### src/rtl/jack_irq_pkg.sv
// Purpose: Shared constants of the headset detection and interrupt unit
// Assumes: Core clock of 40 MHz; 8-bit registers on a paged 7-bit address space
// Notes: Timing counts are derived from times written in their own units
package jack_irq_pkg;
  // Core clock rate
  localparam int unsigned CLK_HZ = 40000000;

  // Register addresses within a page
  localparam logic [6:0] ADDR_PAGE_SEL = 7'h00;
  localparam logic [6:0] ADDR_ANA_PWR = 7'h02;
  localparam logic [6:0] ADDR_FLAGS_A = 7'h2a;
  localparam logic [6:0] ADDR_JACK_FLAGS = 7'h2c;
  localparam logic [6:0] ADDR_FLAGS_B = 7'h2d;
  localparam logic [6:0] ADDR_LIVE_STATUS = 7'h2e;
  localparam logic [6:0] ADDR_IRQ_ONE_CFG = 7'h30;
  localparam logic [6:0] ADDR_IRQ_TWO_CFG = 7'h31;
  localparam logic [6:0] ADDR_PIN_CTRL_A = 7'h34;
  localparam logic [6:0] ADDR_PIN_CTRL_B = 7'h35;
  localparam logic [6:0] ADDR_PIN_CTRL_C = 7'h37;
  localparam logic [6:0] ADDR_JACK_CFG = 7'h43;

  // Pages
  localparam logic [7:0] PAGE_ZERO = 8'h00;
  localparam logic [7:0] PAGE_ONE = 8'h01;

  // Field positions
  localparam int unsigned ANA_PWR_OFF_BIT = 3;
  localparam int unsigned JCFG_ENABLE_BIT = 1;
  localparam int unsigned JCFG_HS_DEB_LSB = 2;
  localparam int unsigned JCFG_BTN_DEB_LSB = 0;
  localparam int unsigned JCFG_TYPE_LSB = 5;
  localparam int unsigned FLAG_BTN_BIT = 5;
  localparam int unsigned FLAG_HS_BIT = 4;
  localparam int unsigned FLAG_OVF_BIT = 7;
  localparam int unsigned FLAG_CMP_BIT = 7;
  localparam int unsigned FLAG_OVC_BIT = 6;
  localparam int unsigned ICFG_SERIES_BIT = 0;
  localparam int unsigned ICFG_SRC_LSB = 3;
  localparam int unsigned PIN_SEL_LSB = 2;

  // Writable bit masks
  localparam logic [7:0] JCFG_WR_MASK = 8'h1f;

  // Reset values
  localparam logic [7:0] ANA_PWR_RST = 8'h08;
  localparam logic [7:0] REG_ZERO_RST = 8'h00;

  // Pin source selections
  localparam logic [1:0] PIN_SEL_FUNC = 2'h0;
  localparam logic [1:0] PIN_SEL_IRQ_ONE = 2'h1;
  localparam logic [1:0] PIN_SEL_IRQ_TWO = 2'h2;

  // Debounce base step and its cycle count
  localparam int unsigned DEB_UNIT_MS = 8;
  localparam int unsigned DEB_UNIT_CYCLES = DEB_UNIT_MS * (CLK_HZ / 1000);
  localparam int unsigned DEB_CNT_W = 25;

  // Interrupt pulse width and pulse-series period
  localparam int unsigned IRQ_PULSE_NS = 2000;
  localparam int unsigned IRQ_PERIOD_NS = 8000;
  localparam int unsigned IRQ_PULSE_CYCLES = (IRQ_PULSE_NS * (CLK_HZ / 1000000) + 999) / 1000;
  localparam int unsigned IRQ_PERIOD_CYCLES = (IRQ_PERIOD_NS * (CLK_HZ / 1000000)) / 1000;
  localparam int unsigned IRQ_CNT_W = 10;
endpackage

### src/rtl/level_debouncer.sv
// Purpose: Debounce one raw level against a programmable interval
// Assumes: Raw input is synchronous to the clock
// Notes: State follows raw only after raw stays steady for limit_i cycles
`timescale 1ns/1ps
module level_debouncer #(
  parameter int unsigned CNT_W = 25
) (
  input wire logic core_clk_i,
  input wire logic rst_i,
  input wire logic enable_i,
  input wire logic raw_i,
  input wire logic [CNT_W-1:0] limit_i,
  output logic state_o
);
  logic last_q;
  logic state_q;
  logic [CNT_W-1:0] cnt_q;

  // Any change of raw restarts the count; disabled means forced low
  always_ff @(posedge core_clk_i or posedge rst_i) begin
    if (rst_i) begin
      last_q <= 1'b0;
      state_q <= 1'b0;
      cnt_q <= '0;
    end else if (!enable_i) begin
      last_q <= 1'b0;
      state_q <= 1'b0;
      cnt_q <= '0;
    end else begin
      last_q <= raw_i;
      if (raw_i != last_q || raw_i == state_q) begin
        cnt_q <= '0;
      end else if (cnt_q + 1'b1 >= limit_i) begin
        state_q <= raw_i;
        cnt_q <= '0;
      end else begin
        cnt_q <= cnt_q + 1'b1;
      end
    end
  end

  assign state_o = state_q;
endmodule

### src/rtl/headset_detect_interrupt_unit.sv
// Purpose: Headset jack and button detection with two configurable interrupt lines
// Assumes: Paged 8-bit register port, one access per strobe, inputs synchronous
// Notes: Sticky flags clear on read; pulse series stops on any flag register read
// Contract
// - Detection runs only while the enable bit 1 of page 0 register 67 is set.
// - Headset insertion and removal are debounced over 32 ms to 512 ms chosen by bits 4:2.
// - Button presses are debounced over 32 ms: bits 1:0 of register 67 pick 8 ms to 32 ms, but bit 1 is also the enable.
// - Register 46 bits 5 and 4 show live button and headset state.
// - A debounced button press sets sticky bit 5 of register 44.
// - A debounced insertion or removal sets sticky bit 4 of register 44.
// - Sticky flags hold until the host reads their register; writes never clear them.
// - Register 67 bits 6:5 report the headset type found at detection.
// - Detection works only while page 1 register 2 bit 3 shows analog power enabled.
// - Two interrupt lines are configured by registers 48 and 49.
// - Each line fires on any selected source among jack, button, compressor, overcurrent, overflow.
// - Registers 52, 53 and 55 route either line to the GPIO, data-out or SPI-out pin.
// - Bit 0 of each line's configuration picks single pulse or pulse series.
// - A pulse series runs until the host reads flag register 42, 44 or 45.
// - Detection is available only while the control interface is in I2C mode.
`timescale 1ns/1ps
module headset_detect_interrupt_unit #(
  parameter int unsigned DEB_UNIT_CYCLES = jack_irq_pkg::DEB_UNIT_CYCLES
) (
  input wire logic core_clk_i,
  input wire logic rst_i,
  input wire logic reg_wr_i,
  input wire logic reg_rd_i,
  input wire logic [6:0] reg_addr_i,
  input wire logic [7:0] reg_wdata_i,
  output logic [7:0] reg_rdata_o,
  input wire logic i2c_mode_i,
  input wire logic jack_raw_i,
  input wire logic button_raw_i,
  input wire logic [1:0] headset_kind_i,
  input wire logic compressor_over_i,
  input wire logic hp_overcurrent_i,
  input wire logic data_overflow_i,
  input wire logic gpio_func_i,
  input wire logic dout_func_i,
  input wire logic miso_func_i,
  output logic irq_line_one_o,
  output logic irq_line_two_o,
  output logic gpio_o,
  output logic dout_o,
  output logic miso_o
);
  localparam int unsigned CW = jack_irq_pkg::DEB_CNT_W;
  localparam int unsigned IW = jack_irq_pkg::IRQ_CNT_W;
  localparam logic [CW-1:0] UNIT = CW'(DEB_UNIT_CYCLES);
  localparam logic [IW-1:0] PULSE_LEN = IW'(jack_irq_pkg::IRQ_PULSE_CYCLES);
  localparam logic [IW-1:0] PERIOD_LEN = IW'(jack_irq_pkg::IRQ_PERIOD_CYCLES);

  logic [7:0] page_q;
  logic [7:0] ana_pwr_q;
  logic [7:0] jack_cfg_q;
  logic [1:0] hs_kind_q;
  logic [7:0] irq_cfg_q [2];
  logic [7:0] pin_ctrl_a_q;
  logic [7:0] pin_ctrl_b_q;
  logic [7:0] pin_ctrl_c_q;
  logic [7:0] rdata_q;
  logic sticky_btn_q;
  logic sticky_hs_q;
  logic sticky_ovf_q;
  logic sticky_cmp_q;
  logic sticky_ovc_q;
  logic hs_state_q;
  logic btn_state_q;
  logic cmp_q;
  logic ovc_q;
  logic ovf_q;
  logic wr_p0;
  logic wr_p1;
  logic rd_p0;
  logic rd_a;
  logic rd_jack;
  logic rd_b;
  logic rd_any_flags;
  logic detect_on;
  logic hs_state;
  logic btn_state;
  logic ev_hs;
  logic ev_btn;
  logic ev_cmp;
  logic ev_ovc;
  logic ev_ovf;
  logic [4:0] ev_vec;
  logic [CW-1:0] hs_limit;
  logic [CW-1:0] btn_limit;
  logic [1:0] irq_out;

  // Access decode; page select lives at address zero of every page
  assign wr_p0 = reg_wr_i && page_q == jack_irq_pkg::PAGE_ZERO;
  assign wr_p1 = reg_wr_i && page_q == jack_irq_pkg::PAGE_ONE;
  assign rd_p0 = reg_rd_i && page_q == jack_irq_pkg::PAGE_ZERO;
  assign rd_a = rd_p0 && reg_addr_i == jack_irq_pkg::ADDR_FLAGS_A;
  assign rd_jack = rd_p0 && reg_addr_i == jack_irq_pkg::ADDR_JACK_FLAGS;
  assign rd_b = rd_p0 && reg_addr_i == jack_irq_pkg::ADDR_FLAGS_B;
  assign rd_any_flags = rd_a || rd_jack || rd_b;

  // Detection gating by enable, analog power (active low bit) and I2C mode
  assign detect_on = jack_cfg_q[jack_irq_pkg::JCFG_ENABLE_BIT]
    && !ana_pwr_q[jack_irq_pkg::ANA_PWR_OFF_BIT]
    && i2c_mode_i;

  // Headset interval doubles per code from 32 ms, capped at 512 ms
  always_comb begin
    hs_limit = UNIT << 2;
    unique case (jack_cfg_q[jack_irq_pkg::JCFG_HS_DEB_LSB +: 3])
      3'h0: hs_limit = UNIT << 2;
      3'h1: hs_limit = UNIT << 3;
      3'h2: hs_limit = UNIT << 4;
      3'h3: hs_limit = UNIT << 5;
      default: hs_limit = UNIT << 6;
    endcase
  end

  // Button interval 8, 16 or 32 ms; the top code repeats 32 ms
  always_comb begin
    btn_limit = UNIT;
    unique case (jack_cfg_q[jack_irq_pkg::JCFG_BTN_DEB_LSB +: 2])
      2'h0: btn_limit = UNIT;
      2'h1: btn_limit = UNIT << 1;
      2'h2: btn_limit = UNIT << 2;
      2'h3: btn_limit = UNIT << 2;
    endcase
  end

  level_debouncer #(.CNT_W(CW)) u_hs_deb (
    .core_clk_i(core_clk_i),
    .rst_i(rst_i),
    .enable_i(detect_on),
    .raw_i(jack_raw_i),
    .limit_i(hs_limit),
    .state_o(hs_state)
  );

  // Button only counts while a headset sits in the jack
  level_debouncer #(.CNT_W(CW)) u_btn_deb (
    .core_clk_i(core_clk_i),
    .rst_i(rst_i),
    .enable_i(detect_on && hs_state),
    .raw_i(button_raw_i),
    .limit_i(btn_limit),
    .state_o(btn_state)
  );

  // Previous levels for edge detection of all sources
  always_ff @(posedge core_clk_i or posedge rst_i) begin
    if (rst_i) begin
      hs_state_q <= 1'b0;
      btn_state_q <= 1'b0;
      cmp_q <= 1'b0;
      ovc_q <= 1'b0;
      ovf_q <= 1'b0;
    end else begin
      hs_state_q <= hs_state;
      btn_state_q <= btn_state;
      cmp_q <= compressor_over_i;
      ovc_q <= hp_overcurrent_i;
      ovf_q <= data_overflow_i;
    end
  end

  // Disabling detection drops the state silently, not as a removal event
  assign ev_hs = (hs_state != hs_state_q) && detect_on;
  assign ev_btn = btn_state && !btn_state_q;
  assign ev_cmp = compressor_over_i && !cmp_q;
  assign ev_ovc = hp_overcurrent_i && !ovc_q;
  assign ev_ovf = data_overflow_i && !ovf_q;
  assign ev_vec = {ev_hs, ev_btn, ev_cmp, ev_ovc, ev_ovf};

  // Sticky flags: set wins over the clearing read
  always_ff @(posedge core_clk_i or posedge rst_i) begin
    if (rst_i) begin
      sticky_btn_q <= 1'b0;
      sticky_hs_q <= 1'b0;
      sticky_ovf_q <= 1'b0;
      sticky_cmp_q <= 1'b0;
      sticky_ovc_q <= 1'b0;
    end else begin
      sticky_btn_q <= ev_btn || (sticky_btn_q && !rd_jack);
      sticky_hs_q <= ev_hs || (sticky_hs_q && !rd_jack);
      sticky_ovf_q <= ev_ovf || (sticky_ovf_q && !rd_a);
      sticky_cmp_q <= ev_cmp || (sticky_cmp_q && !rd_b);
      sticky_ovc_q <= ev_ovc || (sticky_ovc_q && !rd_b);
    end
  end

  // Headset kind is sampled on insertion and cleared on removal
  always_ff @(posedge core_clk_i or posedge rst_i) begin
    if (rst_i) begin
      hs_kind_q <= 2'h0;
    end else if (ev_hs) begin
      hs_kind_q <= hs_state ? headset_kind_i : 2'h0;
    end
  end

  // Writable registers; read-only fields are masked out of writes
  always_ff @(posedge core_clk_i or posedge rst_i) begin
    if (rst_i) begin
      page_q <= jack_irq_pkg::REG_ZERO_RST;
      ana_pwr_q <= jack_irq_pkg::ANA_PWR_RST;
      jack_cfg_q <= jack_irq_pkg::REG_ZERO_RST;
      irq_cfg_q[0] <= jack_irq_pkg::REG_ZERO_RST;
      irq_cfg_q[1] <= jack_irq_pkg::REG_ZERO_RST;
      pin_ctrl_a_q <= jack_irq_pkg::REG_ZERO_RST;
      pin_ctrl_b_q <= jack_irq_pkg::REG_ZERO_RST;
      pin_ctrl_c_q <= jack_irq_pkg::REG_ZERO_RST;
    end else if (reg_wr_i && reg_addr_i == jack_irq_pkg::ADDR_PAGE_SEL) begin
      page_q <= reg_wdata_i;
    end else if (wr_p1 && reg_addr_i == jack_irq_pkg::ADDR_ANA_PWR) begin
      ana_pwr_q <= reg_wdata_i;
    end else if (wr_p0) begin
      unique case (reg_addr_i)
        jack_irq_pkg::ADDR_JACK_CFG: jack_cfg_q <= reg_wdata_i & jack_irq_pkg::JCFG_WR_MASK;
        jack_irq_pkg::ADDR_IRQ_ONE_CFG: irq_cfg_q[0] <= reg_wdata_i;
        jack_irq_pkg::ADDR_IRQ_TWO_CFG: irq_cfg_q[1] <= reg_wdata_i;
        jack_irq_pkg::ADDR_PIN_CTRL_A: pin_ctrl_a_q <= reg_wdata_i;
        jack_irq_pkg::ADDR_PIN_CTRL_B: pin_ctrl_b_q <= reg_wdata_i;
        jack_irq_pkg::ADDR_PIN_CTRL_C: pin_ctrl_c_q <= reg_wdata_i;
        default: ;
      endcase
    end
  end

  // Registered read data; unmapped addresses return zero
  always_ff @(posedge core_clk_i or posedge rst_i) begin
    if (rst_i) begin
      rdata_q <= 8'h00;
    end else if (reg_rd_i) begin
      rdata_q <= 8'h00;
      if (reg_addr_i == jack_irq_pkg::ADDR_PAGE_SEL) begin
        rdata_q <= page_q;
      end else if (page_q == jack_irq_pkg::PAGE_ONE) begin
        if (reg_addr_i == jack_irq_pkg::ADDR_ANA_PWR) begin
          rdata_q <= ana_pwr_q;
        end
      end else if (page_q == jack_irq_pkg::PAGE_ZERO) begin
        unique case (reg_addr_i)
          jack_irq_pkg::ADDR_FLAGS_A: rdata_q[jack_irq_pkg::FLAG_OVF_BIT] <= sticky_ovf_q;
          jack_irq_pkg::ADDR_JACK_FLAGS: begin
            rdata_q[jack_irq_pkg::FLAG_BTN_BIT] <= sticky_btn_q;
            rdata_q[jack_irq_pkg::FLAG_HS_BIT] <= sticky_hs_q;
          end
          jack_irq_pkg::ADDR_FLAGS_B: begin
            rdata_q[jack_irq_pkg::FLAG_CMP_BIT] <= sticky_cmp_q;
            rdata_q[jack_irq_pkg::FLAG_OVC_BIT] <= sticky_ovc_q;
          end
          jack_irq_pkg::ADDR_LIVE_STATUS: begin
            rdata_q[jack_irq_pkg::FLAG_BTN_BIT] <= btn_state;
            rdata_q[jack_irq_pkg::FLAG_HS_BIT] <= hs_state;
          end
          jack_irq_pkg::ADDR_IRQ_ONE_CFG: rdata_q <= irq_cfg_q[0];
          jack_irq_pkg::ADDR_IRQ_TWO_CFG: rdata_q <= irq_cfg_q[1];
          jack_irq_pkg::ADDR_PIN_CTRL_A: rdata_q <= pin_ctrl_a_q;
          jack_irq_pkg::ADDR_PIN_CTRL_B: rdata_q <= pin_ctrl_b_q;
          jack_irq_pkg::ADDR_PIN_CTRL_C: rdata_q <= pin_ctrl_c_q;
          jack_irq_pkg::ADDR_JACK_CFG: begin
            rdata_q <= jack_cfg_q;
            rdata_q[jack_irq_pkg::JCFG_TYPE_LSB +: 2] <= hs_kind_q;
          end
          default: ;
        endcase
      end
    end
  end

  assign reg_rdata_o = rdata_q;

  // One pulse engine per interrupt line
  for (genvar g = 0; g < 2; g++) begin : g_irq
    logic fire;
    logic series;
    logic pending_q;
    logic [IW-1:0] cnt_q;
    logic out_q;

    assign fire = |(ev_vec & irq_cfg_q[g][jack_irq_pkg::ICFG_SRC_LSB +: 5]);
    assign series = irq_cfg_q[g][jack_irq_pkg::ICFG_SERIES_BIT];

    // Series runs until a flag register is read; a new event wins over that read
    always_ff @(posedge core_clk_i or posedge rst_i) begin
      if (rst_i) begin
        pending_q <= 1'b0;
      end else begin
        pending_q <= (fire && series) || (pending_q && series && !rd_any_flags);
      end
    end

    // Counter runs one pulse in single mode, or wraps at the period in series mode
    // Both modes keep the line high for counts 0 to PULSE_LEN-1, so a series cut
    // short by a flag read still ends with a full-width pulse
    always_ff @(posedge core_clk_i or posedge rst_i) begin
      if (rst_i) begin
        cnt_q <= '0;
        out_q <= 1'b0;
      end else if (fire && !out_q && !pending_q) begin
        cnt_q <= '0;
        out_q <= 1'b1;
      end else if (pending_q) begin
        cnt_q <= (cnt_q + 1'b1 >= PERIOD_LEN) ? '0 : cnt_q + 1'b1;
        out_q <= (cnt_q + 1'b1 >= PERIOD_LEN) || (cnt_q + 1'b1 < PULSE_LEN);
      end else if (out_q && cnt_q < PULSE_LEN - IW'(1)) begin
        cnt_q <= cnt_q + 1'b1;
      end else begin
        cnt_q <= '0;
        out_q <= 1'b0;
      end
    end

    assign irq_out[g] = out_q;
  end

  assign irq_line_one_o = irq_out[0];
  assign irq_line_two_o = irq_out[1];

  // Pin routing: each pin picks its normal function or one interrupt line
  function automatic logic pin_mux(input logic [1:0] sel, input logic func, input logic [1:0] irq);
    logic v;
    v = func;
    if (sel == jack_irq_pkg::PIN_SEL_IRQ_ONE) begin
      v = irq[0];
    end else if (sel == jack_irq_pkg::PIN_SEL_IRQ_TWO) begin
      v = irq[1];
    end
    return v;
  endfunction

  assign gpio_o = pin_mux(pin_ctrl_a_q[jack_irq_pkg::PIN_SEL_LSB +: 2], gpio_func_i, irq_out);
  assign dout_o = pin_mux(pin_ctrl_b_q[jack_irq_pkg::PIN_SEL_LSB +: 2], dout_func_i, irq_out);
  assign miso_o = pin_mux(pin_ctrl_c_q[jack_irq_pkg::PIN_SEL_LSB +: 2], miso_func_i, irq_out);
endmodule

### config.mk
export PLATFORM = sky130hd
export DESIGN_NAME = headset_detect_interrupt_unit
export DESIGN_NICKNAME = d
export VERILOG_FILES = /design/src/rtl/jack_irq_pkg.sv /design/src/rtl/level_debouncer.sv /design/src/rtl/headset_detect_interrupt_unit.sv
export SDC_FILE = /design/constraint.sdc
export NUM_CORES = 1
export LEC_CHECK = 0
export BUFFER_PORTS_ARGS = -buffer_cell sky130_fd_sc_hd__buf_2
export CAP_MARGIN = 5
export CORE_ASPECT_RATIO = 0.5
export CORE_UTILIZATION = 50
export CTS_BUF_LIST = sky130_fd_sc_hd__clkbuf_2 sky130_fd_sc_hd__clkbuf_4 sky130_fd_sc_hd__clkbuf_8
export CTS_CLUSTER_SIZE = 8
export DETAILED_ROUTE_END_ITERATION = 8
export GPL_TIMING_DRIVEN = 0
export PLACE_DENSITY = 0.67
export SYNTH_ARGS = -nofsm -noshare
export SYNTH_HDL_FRONTEND = slang
export SYNTH_HIERARCHICAL = 1
export SYNTH_SLANG_ARGS = --single-unit
export TNS_END_PERCENT = 50
### constraint.sdc
create_clock -name core_clk_i -period 4.9 [get_ports core_clk_i]
set_clock_uncertainty 0.2 [all_clocks]
set_input_delay 1.47 -clock core_clk_i [delete_from_list [all_inputs] [get_ports core_clk_i]]
set_output_delay 1.47 -clock core_clk_i [all_outputs]
set_load 0.03 [all_outputs]
# Yosys cells after proc, flatten, opt, wreduce, memory -nomap -nowiden
# Index checks and enable logic that the tools add are counted.
[op_classes] addsub=4 magnitude_cmp=8 n_eq_ne=35 n_mux=45 n_bitwise=4 n_reduce_logical=75
[op_table] op="25-bit 2-to-1 mux" n=6
[op_table] op="25-bit case mux with 4 select lines" n=1
[op_table] op="10-bit 2-to-1 mux" n=8
[op_table] op="25-bit case mux with 3 select lines" n=1
[op_table] op="7-bit by 6-bit equality test with 1-bit output (second input constant)" n=9
[op_table] op="25-bit by 1-bit adder with 25-bit output (second input constant)" n=2
[op_table] op="25-bit greater-or-equal comparator" n=2
[op_table] op="10-bit by 7-bit < comparator with 1-bit output (second input constant)" n=4
[op_table] op="1-bit logical AND" n=33
[op_table] op="8-bit 2-to-1 mux" n=4
[op_table] op="4-bit case mux with 6 select lines" n=1
[op_table] op="4-bit AND reduction" n=6
[op_table] op="10-bit by 1-bit adder with 10-bit output (second input constant)" n=2
[op_table] op="10-bit by 9-bit greater-or-equal comparator with 1-bit output (second input constant)" n=2
[op_table] op="1-bit 2-to-1 mux" n=20
[op_table] op="2-bit case mux with 8 select lines" n=1
[op_table] op="1-bit case mux with 7 select lines" n=2
[op_table] op="1-bit logical NOT" n=13
[op_table] op="1-bit logical OR" n=13
[op_table] op="5-bit AND" n=2
[op_table] op="2-bit equality test (second input constant)" n=5
[op_table] op="5-bit OR reduction" n=2
[op_table] op="2-bit by 1-bit equality test with 1-bit output (second input constant)" n=4
[op_table] op="8-bit by 1-bit equality test with 1-bit output (second input constant)" n=1
[op_table] op="other kinds (17)" n=27
[totals] regBits=159 inputBits=30 output_inout_bits=13 wordCells=203

# Depth between registers and ports, before layout
# Gate-level depths: netlist (run 1).
[logic_depth] word_depth=9 ltp_mapped=15 ltp_nobuf=13

# Modules after synthesis
# The synthesis (run 1) kept the hierarchy.
[by_module_without_submodules] mod="headset_detect_interrupt_unit" instances=1 cells_per_inst=516 area_each_um2=5514.0 seq_area_each_um2=2628.8
[by_module_without_submodules] mod="level_debouncer at u_btn_deb" instances=1 cells_per_inst=213 area_each_um2=2124.5 seq_area_each_um2=675.6
[by_module_without_submodules] mod="level_debouncer at u_hs_deb" instances=1 cells_per_inst=216 area_each_um2=2020.7 seq_area_each_um2=675.6

# Worst setup path after synthesis (run 1)
# No wires, ideal clock.
[synth_timing] kind="input to output" from="input gpio_func_i" to="output gpio_o" t_arrival_ns=2.134 required_time_ns=3.230 slack_ns=1.096 path_stages=3 n_path_buf=0 path_cell_list="nor2b_1 > a211oi_1 > a21oi_1"
[synth_between] elab_chain_cells=2
[synth_lines] item="start: declaration" line_no="headset_detect_interrupt_unit.sv:38" text="input wire logic gpio_func_i,"
[synth_lines] item="1-bit 2-to-1 mux" line_no="headset_detect_interrupt_unit.sv:324" text="end else if (sel == jack_irq_pkg::PIN_SEL_IRQ_TWO) begin"
[synth_lines] item="1-bit 2-to-1 mux" line_no="headset_detect_interrupt_unit.sv:322" text="if (sel == jack_irq_pkg::PIN_SEL_IRQ_ONE) begin"
[synth_lines] item="end: declaration" line_no="headset_detect_interrupt_unit.sv:43" text="output logic gpio_o,"
# Every way passes these cells.

# Final worst setup path (run 1)
[layout_timing] from="register u_hs_deb.cnt_q[0]" to="register u_hs_deb.cnt_q[8]"
[layout_between] elab_chain_cells=5
[layout_lines] item="start: declaration" line_no="level_debouncer.sv:17" text="logic [CNT_W-1:0] cnt_q;"
[layout_lines] item="start signal: assignment" line_no="level_debouncer.sv:37" text="cnt_q <= cnt_q + 1'b1;"
[layout_lines] item="25-bit by 1-bit adder with 25-bit output *" line_no="level_debouncer.sv:33, level_debouncer.sv:37"
[layout_lines] item="25-bit greater-or-equal comparator" line_no="level_debouncer.sv:33" text="end else if (cnt_q + 1'b1 >= limit_i) begin"
[layout_lines] item="25-bit 2-to-1 mux *" line_no="level_debouncer.sv:33"
[layout_lines] item="25-bit 2-to-1 mux *" line_no="level_debouncer.sv:31" text="if (raw_i != last_q || raw_i == state_q) begin"
[layout_lines] item="25-bit 2-to-1 mux *" line_no="level_debouncer.sv:25" text="end else if (!enable_i) begin"
# Every way passes the cells marked *; elsewhere a longest branch is shown, timed or not.
# A chain may end at the register's enable or synchronous reset.

==> summary.md, run 1 <==
| Metric | Value |
|---|---|
| Status | complete, no violations |
| WP depth | 14 |
| CP Capture Type | register |
| Worst R2R End | u_hs_deb/cnt_q[8] |
| Clock transition at the registers of the reported paths | about 0.09 ns |
| Pins Over Slew Limit | 0 |
| Final setup fails | 0 |
| Actual slew at the worst max-slew pin | approximately 1.1 ns |
| Pwr dens | approximately 250 nW/um^2 |
| Post_cts resized | 0 |
| Starting density of the core | 51.8% |
| Final ANT Viol Nets | 0 |
| Mapped Avg Cell Area | around 10 sq um |
| Initial antenna violation count | 1 |
| TritonCTS clock tree | done |
| First-pass GRT wire length | around 36000 microns |
| TritonRoute pass-1 iters | 5 |
| Yosys reg bits | about 160 |
| Setup bufs post-CTS | 0 |
| Setup Crit Path Kind | reg2reg |
| Total number of vias | 7214 |
| Final Hold Viols | 0 |
| Clock sink count | about 160 |
| Nets | 1117 |
| Vias per Instance | ~5.5 |
| Reg2reg start | u_hs_deb/cnt_q[0] |
| Worst VDD drop | 0.000179 V |
| Final HPWL DP | approximately 16000 microns |
| Seq/Total Area, Yosys | 41.2% |
| Min cycle time layout | 3.85 ns |
| Startpoint Class | register |
| Worst min-delay path category | reg2reg |
| # DRC | 0 |
| Synth cell types | between 80 and 90 |
| EDFF count, synth | 0 |
| Worst Path Buf+Inv | 1 |
| CTS Buf Count | 17 |
| CP Capture Point | u_hs_deb/cnt_q[8] |
| Clock Root Buffer | clkbuf_8 |
| Max_cap viols | 0 |
| Critical path fanouts, max | 10 |
| Fmax | 260 MHz |
| CP Data Arrival Time | slightly above 4 ns |
| Commonest non-fill, non-tap cell in the layout | dfrtp_1 |
| Reg2Reg Depth | 14 |
| Worst-path cell chain | ha_1, nand2_1, nor4_4, and3_4, nand4_4, xnor2_2, ha_1, nand4_1, nor4_1, a311oi_1, nand3_1, a211o_1, buf_2, nor2b_1 |
| Setup tns final | 0 ns |
| Tot GR Track Use | 22.8% |
| Clock Latency Late Sink | around 0.46 ns |
| Die area | approximately 20000 sq um |
| Synth Instances | 945 |
| Dpl cells | approximately 1300 |
| Layout cell share with drive strength beyond 1 | roughly a fifth |
| Final Non-Filler Cells | 1303 |
| Std-Cell Rows | 35 |
| Number of fill cells in the layout | about 1600 |
| GP Congestion | slightly above 0.9 |
| IO buf count | 40 |
| Commonest cells after routing, fill and taps aside | 158 x dfrtp_1, 77 x inv_1, 62 x mux2_2 |
| Largest net degree at the start of global routing | between 50 and 60 |
| CP most frequent cell | ha_1 |
| Footprint of the multi-input gates | about 5300 sq um |
| Area Overhead vs Synth | 11.0% |
| Die X | between 150 and 200 microns |
| Fin crit share | 78.6% |
| Starting DRT DRC Count | ~480 |
| Largest delay share family, worst path | simple AND/OR/NAND/NOR gates |
| Worst path max stage delay | 0.45 ns |
| Drt total wl | 21000 microns |
| DR WL/cell | between 15 and 20 microns |
| Reg area | 3980 sq um |
| RSZ-0062 raised after global routing | false |
| H-Tree Depth | 4 |
| Worst EP required | 5.08 ns |
| Netlist Area Pre-Place | between 9000 and 10000 sq um |
| R2r setup slk | roughly 1.0 ns |
| Ant. Diodes | 0 |
| Io pins | 43 |
| Grt ovf | 0 |
| Core Box Area | around 19000 sq um |
| Hold Slack | approximately 0.29 ns |
| DIE HEIGHT | ~100 microns |
| Max Buffers Root-to-Sink | 2 |
| Normalized max-slew margin | between 20% and 30% |
| Ys async rst share | 100% |
| Number of global-route vias before repair | 7110 |
| Leakage | roughly 5.0 nW |
| YS warnings | 6 |
| Crit path from | u_hs_deb/cnt_q[0] |
| Hold-fix buffers at CTS | 0 |
| Post-synth top flop | dfrtp_1 |
| Crit-path slowest cell | nor4_4 |
worst min path at each step:
stage                      start      endpoint  depth (start not counted)
3_3_place_gp   u_btn_deb/state_o   btn_state_q                          0
6_report        u_hs_deb/state_o    hs_state_q                          0
4_1_cts                    cmp_q  sticky_cmp_q                          1
3_5_place_dp               ovf_q  sticky_ovf_q                          1
2_1_floorplan   u_hs_deb/state_o    hs_state_q                          0
5_1_grt             sticky_btn_q  sticky_btn_q                          1
synthesized netlist by cell type (4+ instances only):
cell type / n / area [sq um]
and3_1: 22 / 138
nor2_1: 55 / 206
mux2_4: 8 / 120
clkbuf_1: 18 / 67.6
or3_1: 6 / 37.5
a31oi_1: 9 / 56.3
o21ai_0: 20 / 100
nand3_1: 38 / 190
inv_1: 78 / 293
dfrtp_1: 158 / 3950
nand4_1: 25 / 156
ha_1: 56 / 701
o22ai_1: 6 / 37.5
o31ai_1: 5 / 37.5
and2_1: 8 / 50.1
mux2_2: 62 / 698
nor4_1: 6 / 37.5
a211oi_1: 8 / 60.1
a22oi_1: 8 / 60.1
nor2b_1: 34 / 213
nor3_1: 15 / 75.1
buf_1: 4 / 15.0
nor2b_4: 18 / 248
o21a_1: 4 / 30.0
a21oi_1: 41 / 205
mux2i_1: 9 / 90.1
o2bb2ai_1: 5 / 43.8
nor2_2: 4 / 25.0
xor2_1: 24 / 210
nand2_1: 53 / 199
a21o_1: 5 / 37.5
and3b_1: 4 / 35.0
and4_1: 6 / 52.6
nand3b_1: 7 / 52.6
xnor2_1: 36 / 315
registers in the layout, summed over array words and instances (netlist names), 2 cells and up:
name,count
page_q,8
g_irq.pending_q,2
jack_cfg_q,5
ana_pwr_q,8
u_hs_deb/cnt_q,25
irq_cfg_q,14
hs_kind_q,2
u_btn_deb/cnt_q,25
pin_ctrl_c_q,8
pin_ctrl_b_q,8
reg_rdata_o,8
pin_ctrl_a_q,8
g_irq.series,2
g_irq.cnt_q,20
per-stage QoR:
step,setup WS [ns],total power (W),util (%),area [sq um]
final,1.05,0.00273,57.5,10700
after global routing,0.764,0.00285,57.5,10700
after CTS,1.01,0.00276,57.5,10700
after detailed placement,0.831,0.00174,55.3,10300
after global placement,-0.770,0.00173,55.1,10300
after floorplan,0.471,0.00164,-,9760
power breakdown:
part / switching, W / internal [W] / leakage [nW]
logic: 0.000197 / 0.000121 / 2.65
registers: 0.0000422 / 0.00136 / 2.15
clock network: 0.000533 / 0.000482 / 0.195
total: 0.000772 / 0.00196 / 4.99
layer usage:
metal | GRT usage (%) | vias up | part of all wire (%)
met2 | 36.7 | 110 | 46
met3 | 4.94 | 21 | 3.9
met4 | 5.15 | 2 | 0.93
met1 | 31.7 | 3578 | 49
li1 | - | 3503 | -
met5 | 0 | - | 0.062
cells by family (layout without fill, tap and decap cells):
| group | Yosys count | count (layout) | synth area share (%) |
|---|---|---|---|
| and+or+nand+nor | 332 | 332 | 21.2 |
| other | 2 | 28 | 0.0777 |
| AOI/OAI and AO/OA | 147 | 147 | 10.3 |
| DFF | 159 | 159 | 41.2 |
| buffers and inverters | 107 | 180 | 4.65 |
| xor gates and xnor gates | 63 | 63 | 5.95 |
| adders and majority gates | 56 | 56 | 7.25 |
| muxes | 79 | 79 | 9.40 |
area by class of cell:
class	count	share of cell area [%]
Buffer	29	1.46
Clock buffer	19	2.38
Clock inverter	13	1.44
Inverter	78	2.75
Multi-Input combinational cell	705	49.7
Sequential cell	159	37.1
Tap cell	259	3.02
Timing Repair Buffer	41	2.12
No activity file was read; power rests on OpenSTA's default activity.
==> inputs of run 2 (changes only) <==
--- a/config.mk
+++ b/config.mk
@@ -13,7 +13,7 @@
 export CTS_CLUSTER_SIZE = 8
 export DETAILED_ROUTE_END_ITERATION = 8
 export GPL_TIMING_DRIVEN = 0
-export PLACE_DENSITY = 0.67
+export PLACE_DENSITY = 0.69
 export SYNTH_ARGS = -nofsm -noshare
 export SYNTH_HDL_FRONTEND = slang
 export SYNTH_HIERARCHICAL = 1
==> constraint.sdc (replaced) <==
create_clock -name core_clk_i -period 3.25 [get_ports core_clk_i]
set_clock_uncertainty 0.2 [all_clocks]
set_input_delay 0.975 -clock core_clk_i [delete_from_list [all_inputs] [get_ports core_clk_i]]
set_output_delay 0.975 -clock core_clk_i [all_outputs]
set_load 0.03 [all_outputs]
==> run 2 against run 1 <==
Effect of this change: the run now ends with setup timing left; setup slack got worse by 1.2 ns; first-iteration DRC count grew 20%; count of clock-buffer cells in the layout shrank 2; total power rose by 50%; hold slack worse by 0.013 ns; fmax grew 14%; cell count increased by 3.3%; sequential power rose by 51%; critical endpoint is now u_hs_deb/state_o; largest power group unchanged; highest routed layer is now met4.
==> summary.md, run 2 (synthesis gave the netlist of run 1 again) <==
| Metric | Value |
|---|---|
| Min-Delay Endpoint | hs_state_q (unchanged) |
| Max_cap viols | 0 (unchanged) |
| Starting density of the core | 51.8% (unchanged) |
| Final Hold Viols | 0 (unchanged) |
| Total number of vias | 7530 (was 7214) |
| Io pins | 43 (unchanged) |
| Hold depth | 0 (unchanged) |
| Die X | 199 microns (unchanged) |
| Critical path fanouts, max | 5 (was 10) |
| Largest regs | u_btn_deb/cnt_q x25, u_hs_deb/cnt_q x25, g_irq.cnt_q x20 (unchanged) |
| Area Overhead vs Synth | 18.0% (was 11.0%) |
| Actual slew at the worst max-slew pin | 1.16 ns (was 1.14 ns) |
| Setup Crit Path Kind | reg2reg (unchanged) |
| Final ANT Viol Nets | 0 (unchanged) |
| Max Buffers Root-to-Sink | 2 (unchanged) |
| TritonCTS clock tree | done (unchanged) |
| Core Box Area | 18700 sq um (unchanged) |
| DIE HEIGHT | 100 microns (unchanged) |
| Largest delay share family, worst path | simple AND/OR/NAND/NOR gates (unchanged) |
| Hold Slack | 0.273 ns (was 0.287 ns) |
| Sequential Power Share | 51.6% (was 51.2%) |
| R2r setup slk | -0.12 ns (was 1.05 ns) |
| Crit-path slowest cell | nor4_4 (unchanged) |
| CP Data Arrival Time | 3.52 ns (was 4.03 ns) |
| Power Internal | 0.00289 W (was 0.00196 W) |
| Worst path max stage delay | 0.40 ns (was 0.45 ns) |
| CTS Buf Count | 17 (unchanged) |
| Ant. Diodes | 0 (unchanged) |
| Worst R2R End | u_hs_deb/state_o (was u_hs_deb/cnt_q[8]) |
| Combinational Power Share | 12.6% (was 11.6%) |
| DR WL/cell | 16.7 microns (was 16.1 microns) |
| TritonRoute pass-1 iters | 5 (unchanged) |
| Normalized max-slew margin | 21.9% (was 23.6%) |
| Pwr dens | 359 nW/um^2 (was 255 nW/um^2) |
| Fin crit share | 104% (was 78.6%) |
| Number of global-route vias before repair | 7529 (was 7110) |
| GP Congestion | 0.920 (about the same) |
| Leakage | 5.34 nW (was 4.99 nW) |
| Starting DRT DRC Count | 573 (was 479) |
| Nets | 1161 (was 1117) |
| First-pass GRT wire length | 37500 microns (was 35800 microns) |
| Initial antenna violation count | 0 (was 1) |
| Grt ovf | 0 (unchanged) |
| Power Total | 0.00409 W (was 0.00273 W) |
| HP Start | u_hs_deb/state_o (unchanged) |
| RSZ-0062 raised after global routing | true (was false) |
| Reg2reg start | u_hs_deb/cnt_q[5] (was u_hs_deb/cnt_q[0]) |
| CP Capture Type | register (unchanged) |
| Core Util, Final | 61.1% (was 57.5%) |
| Vias per Instance | 5.59 (was 5.54) |
| Commonest non-fill, non-tap cell in the layout | dfrtp_1 (unchanged) |
| Fmax | 297 MHz (was 260 MHz) |
| Drt total wl | 22500 microns (was 21000 microns) |
| Status | finished, violations left (was complete, no violations) |
| Die area | 19900 sq um (unchanged) |
| Sw frac | 29.5% (was 28.2%) |
| Power share of the clock group | 35.9% (was 37.1%) |
| Clock transition at the registers of the reported paths | 0.10 ns (was 0.09 ns) |
| Final HPWL DP | 15600 microns (about the same) |
| Startpoint Class | register (unchanged) |
| Reg2Reg Depth | 13 (was 14) |
| Layout cell share with drive strength beyond 1 | 27.2% (was 19.0%) |
| Pins Over Slew Limit | 0 (unchanged) |
| Fin worst setup slack | -0.119 ns (was 1.05 ns) |
| Switching power of the nets | 0.00121 W (was 0.000772 W) |
| Worst VDD drop | 0.000247 V (was 0.000179 V) |
| IO buf count | 40 (unchanged) |
| Commonest cells after routing, fill and taps aside | 153 x dfrtp_1, 77 x inv_1, 61 x mux2_2 (was 158 x dfrtp_1, 77 x inv_1, 62 x mux2_2) |
| Std-Cell Rows | 35 (unchanged) |
| Failing checks | setup timing |
| Worst EP required | 3.40 ns (was 5.08 ns) |
| # DRC | 0 (unchanged) |
| Final setup fails | 47 (was 0) |
| Largest net degree at the start of global routing | 44 (was 56) |
| Min cycle time layout | 3.37 ns (was 3.85 ns) |
| Worst Path Buf+Inv | 1 (unchanged) |
| Worst min-delay path category | reg2reg (unchanged) |
| Worst-path cell chain | nand4_4, nor4_4, and3_4, nand4_4, xnor2_2, ha_1, nand4_1, nor4_1, a311oi_1, buf_4, a31oi_1, a21oi_1, mux2_4 (was ha_1, nand2_1, nor4_4, and3_4, nand4_4, xnor2_2, ha_1, nand4_1, nor4_1, a311oi_1, nand3_1, a211o_1, buf_2, nor2b_1) |
| Clock sink count | 159 (unchanged) |
| H-Tree Depth | 4 (unchanged) |
| Clock Latency Late Sink | 0.46 ns (about the same) |
| Hold-fix buffers at CTS | 0 (unchanged) |
| CP most frequent cell | nand4_4 (was ha_1) |
| WP depth | 13 (was 14) |
| Clock Root Buffer | clkbuf_8 (unchanged) |
| Tot GR Track Use | 23.8% (was 22.8%) |
## run 2: cell types whose count changed in the layout (fill, tap and decap cells not counted), moves of 5 or more
| cell | change |
|---|---|
| nand3_1 | -5 |
| xnor2_1 | -11 |
| and3_4 | +7 |
| xnor2_2 | +11 |
| dfrtp_1 | -5 |
| buf_4 | +42 |
| dfrtp_2 | +5 |
| and3_1 | -7 |
## run 2: worst max-delay path by stage
| stage | startpoint | to | slack (ns) |
|---|---|---|---|
| final | u_hs_deb/cnt_q[5] | u_hs_deb/state_o | -0.12 |
| after global routing | u_hs_deb/cnt_q[4] | u_hs_deb/cnt_q[3] | -0.27 |
| after CTS | u_hs_deb/cnt_q[5] | u_hs_deb/state_o | -0.06 |
| after detailed placement | u_hs_deb/cnt_q[0] | u_hs_deb/cnt_q[16] | -0.54 |
| after global placement | u_hs_deb/cnt_q[0] | u_hs_deb/cnt_q[11] | -0.48 |
| after floorplan | u_hs_deb/cnt_q[0] | u_hs_deb/cnt_q[10] | -0.05 |
## run 2: power groups by stage
stage / logic [W] / clock network (W) / registers, W
final: 0.000515 / 0.00147 / 0.00211
after global routing: 0.000573 / 0.00159 / 0.00212
after CTS: 0.000504 / 0.00150 / 0.00211
after detailed placement: 0.000480 / 0 / 0.00215
after global placement: 0.000460 / 0 / 0.00215
after floorplan: 0.000322 / 0 / 0.00215
## run 2: per-stage QoR
stage	setup slack (ns)	area (sq um)	instances	TNS, ns
floorplan	-0.0548	9760	971	-0.985
global placement	-0.480	10300	1270	-24.94
detailed placement	-0.541	10300	1272	-26.84
CTS	-0.0556	11100	1334	-0.374
global route	-0.272	11400	1346	-10.91
finish	-0.119	11400	1346	-2.32
## run 2: metal layers
layer,GRT usage (%),part of all wire (%)
met5,0,0
met4,6.63,1.6
met3,4.40,4.2
met2,38.8,48
met1,32.5,46
## run 2: timing repair
item                       4_1_cts  5_1_grt
pin swaps                       33       24
gates cloned                     0        1
setup endpoints to repair       52       52
resized for setup               45       27
buffers inserted                32       12
## run 2: area by class of cell
class | count | area (sq um)
plain buffers | 28 | 165
clock buffers | 17 | 234
clock inverters | 14 | 146
fillers | 1577 | 7260
inverters | 78 | 297
multi-input cells | 705 | 5660
flip-flops and latches | 159 | 3990
well taps | 259 | 324
repair buffers | 86 | 588
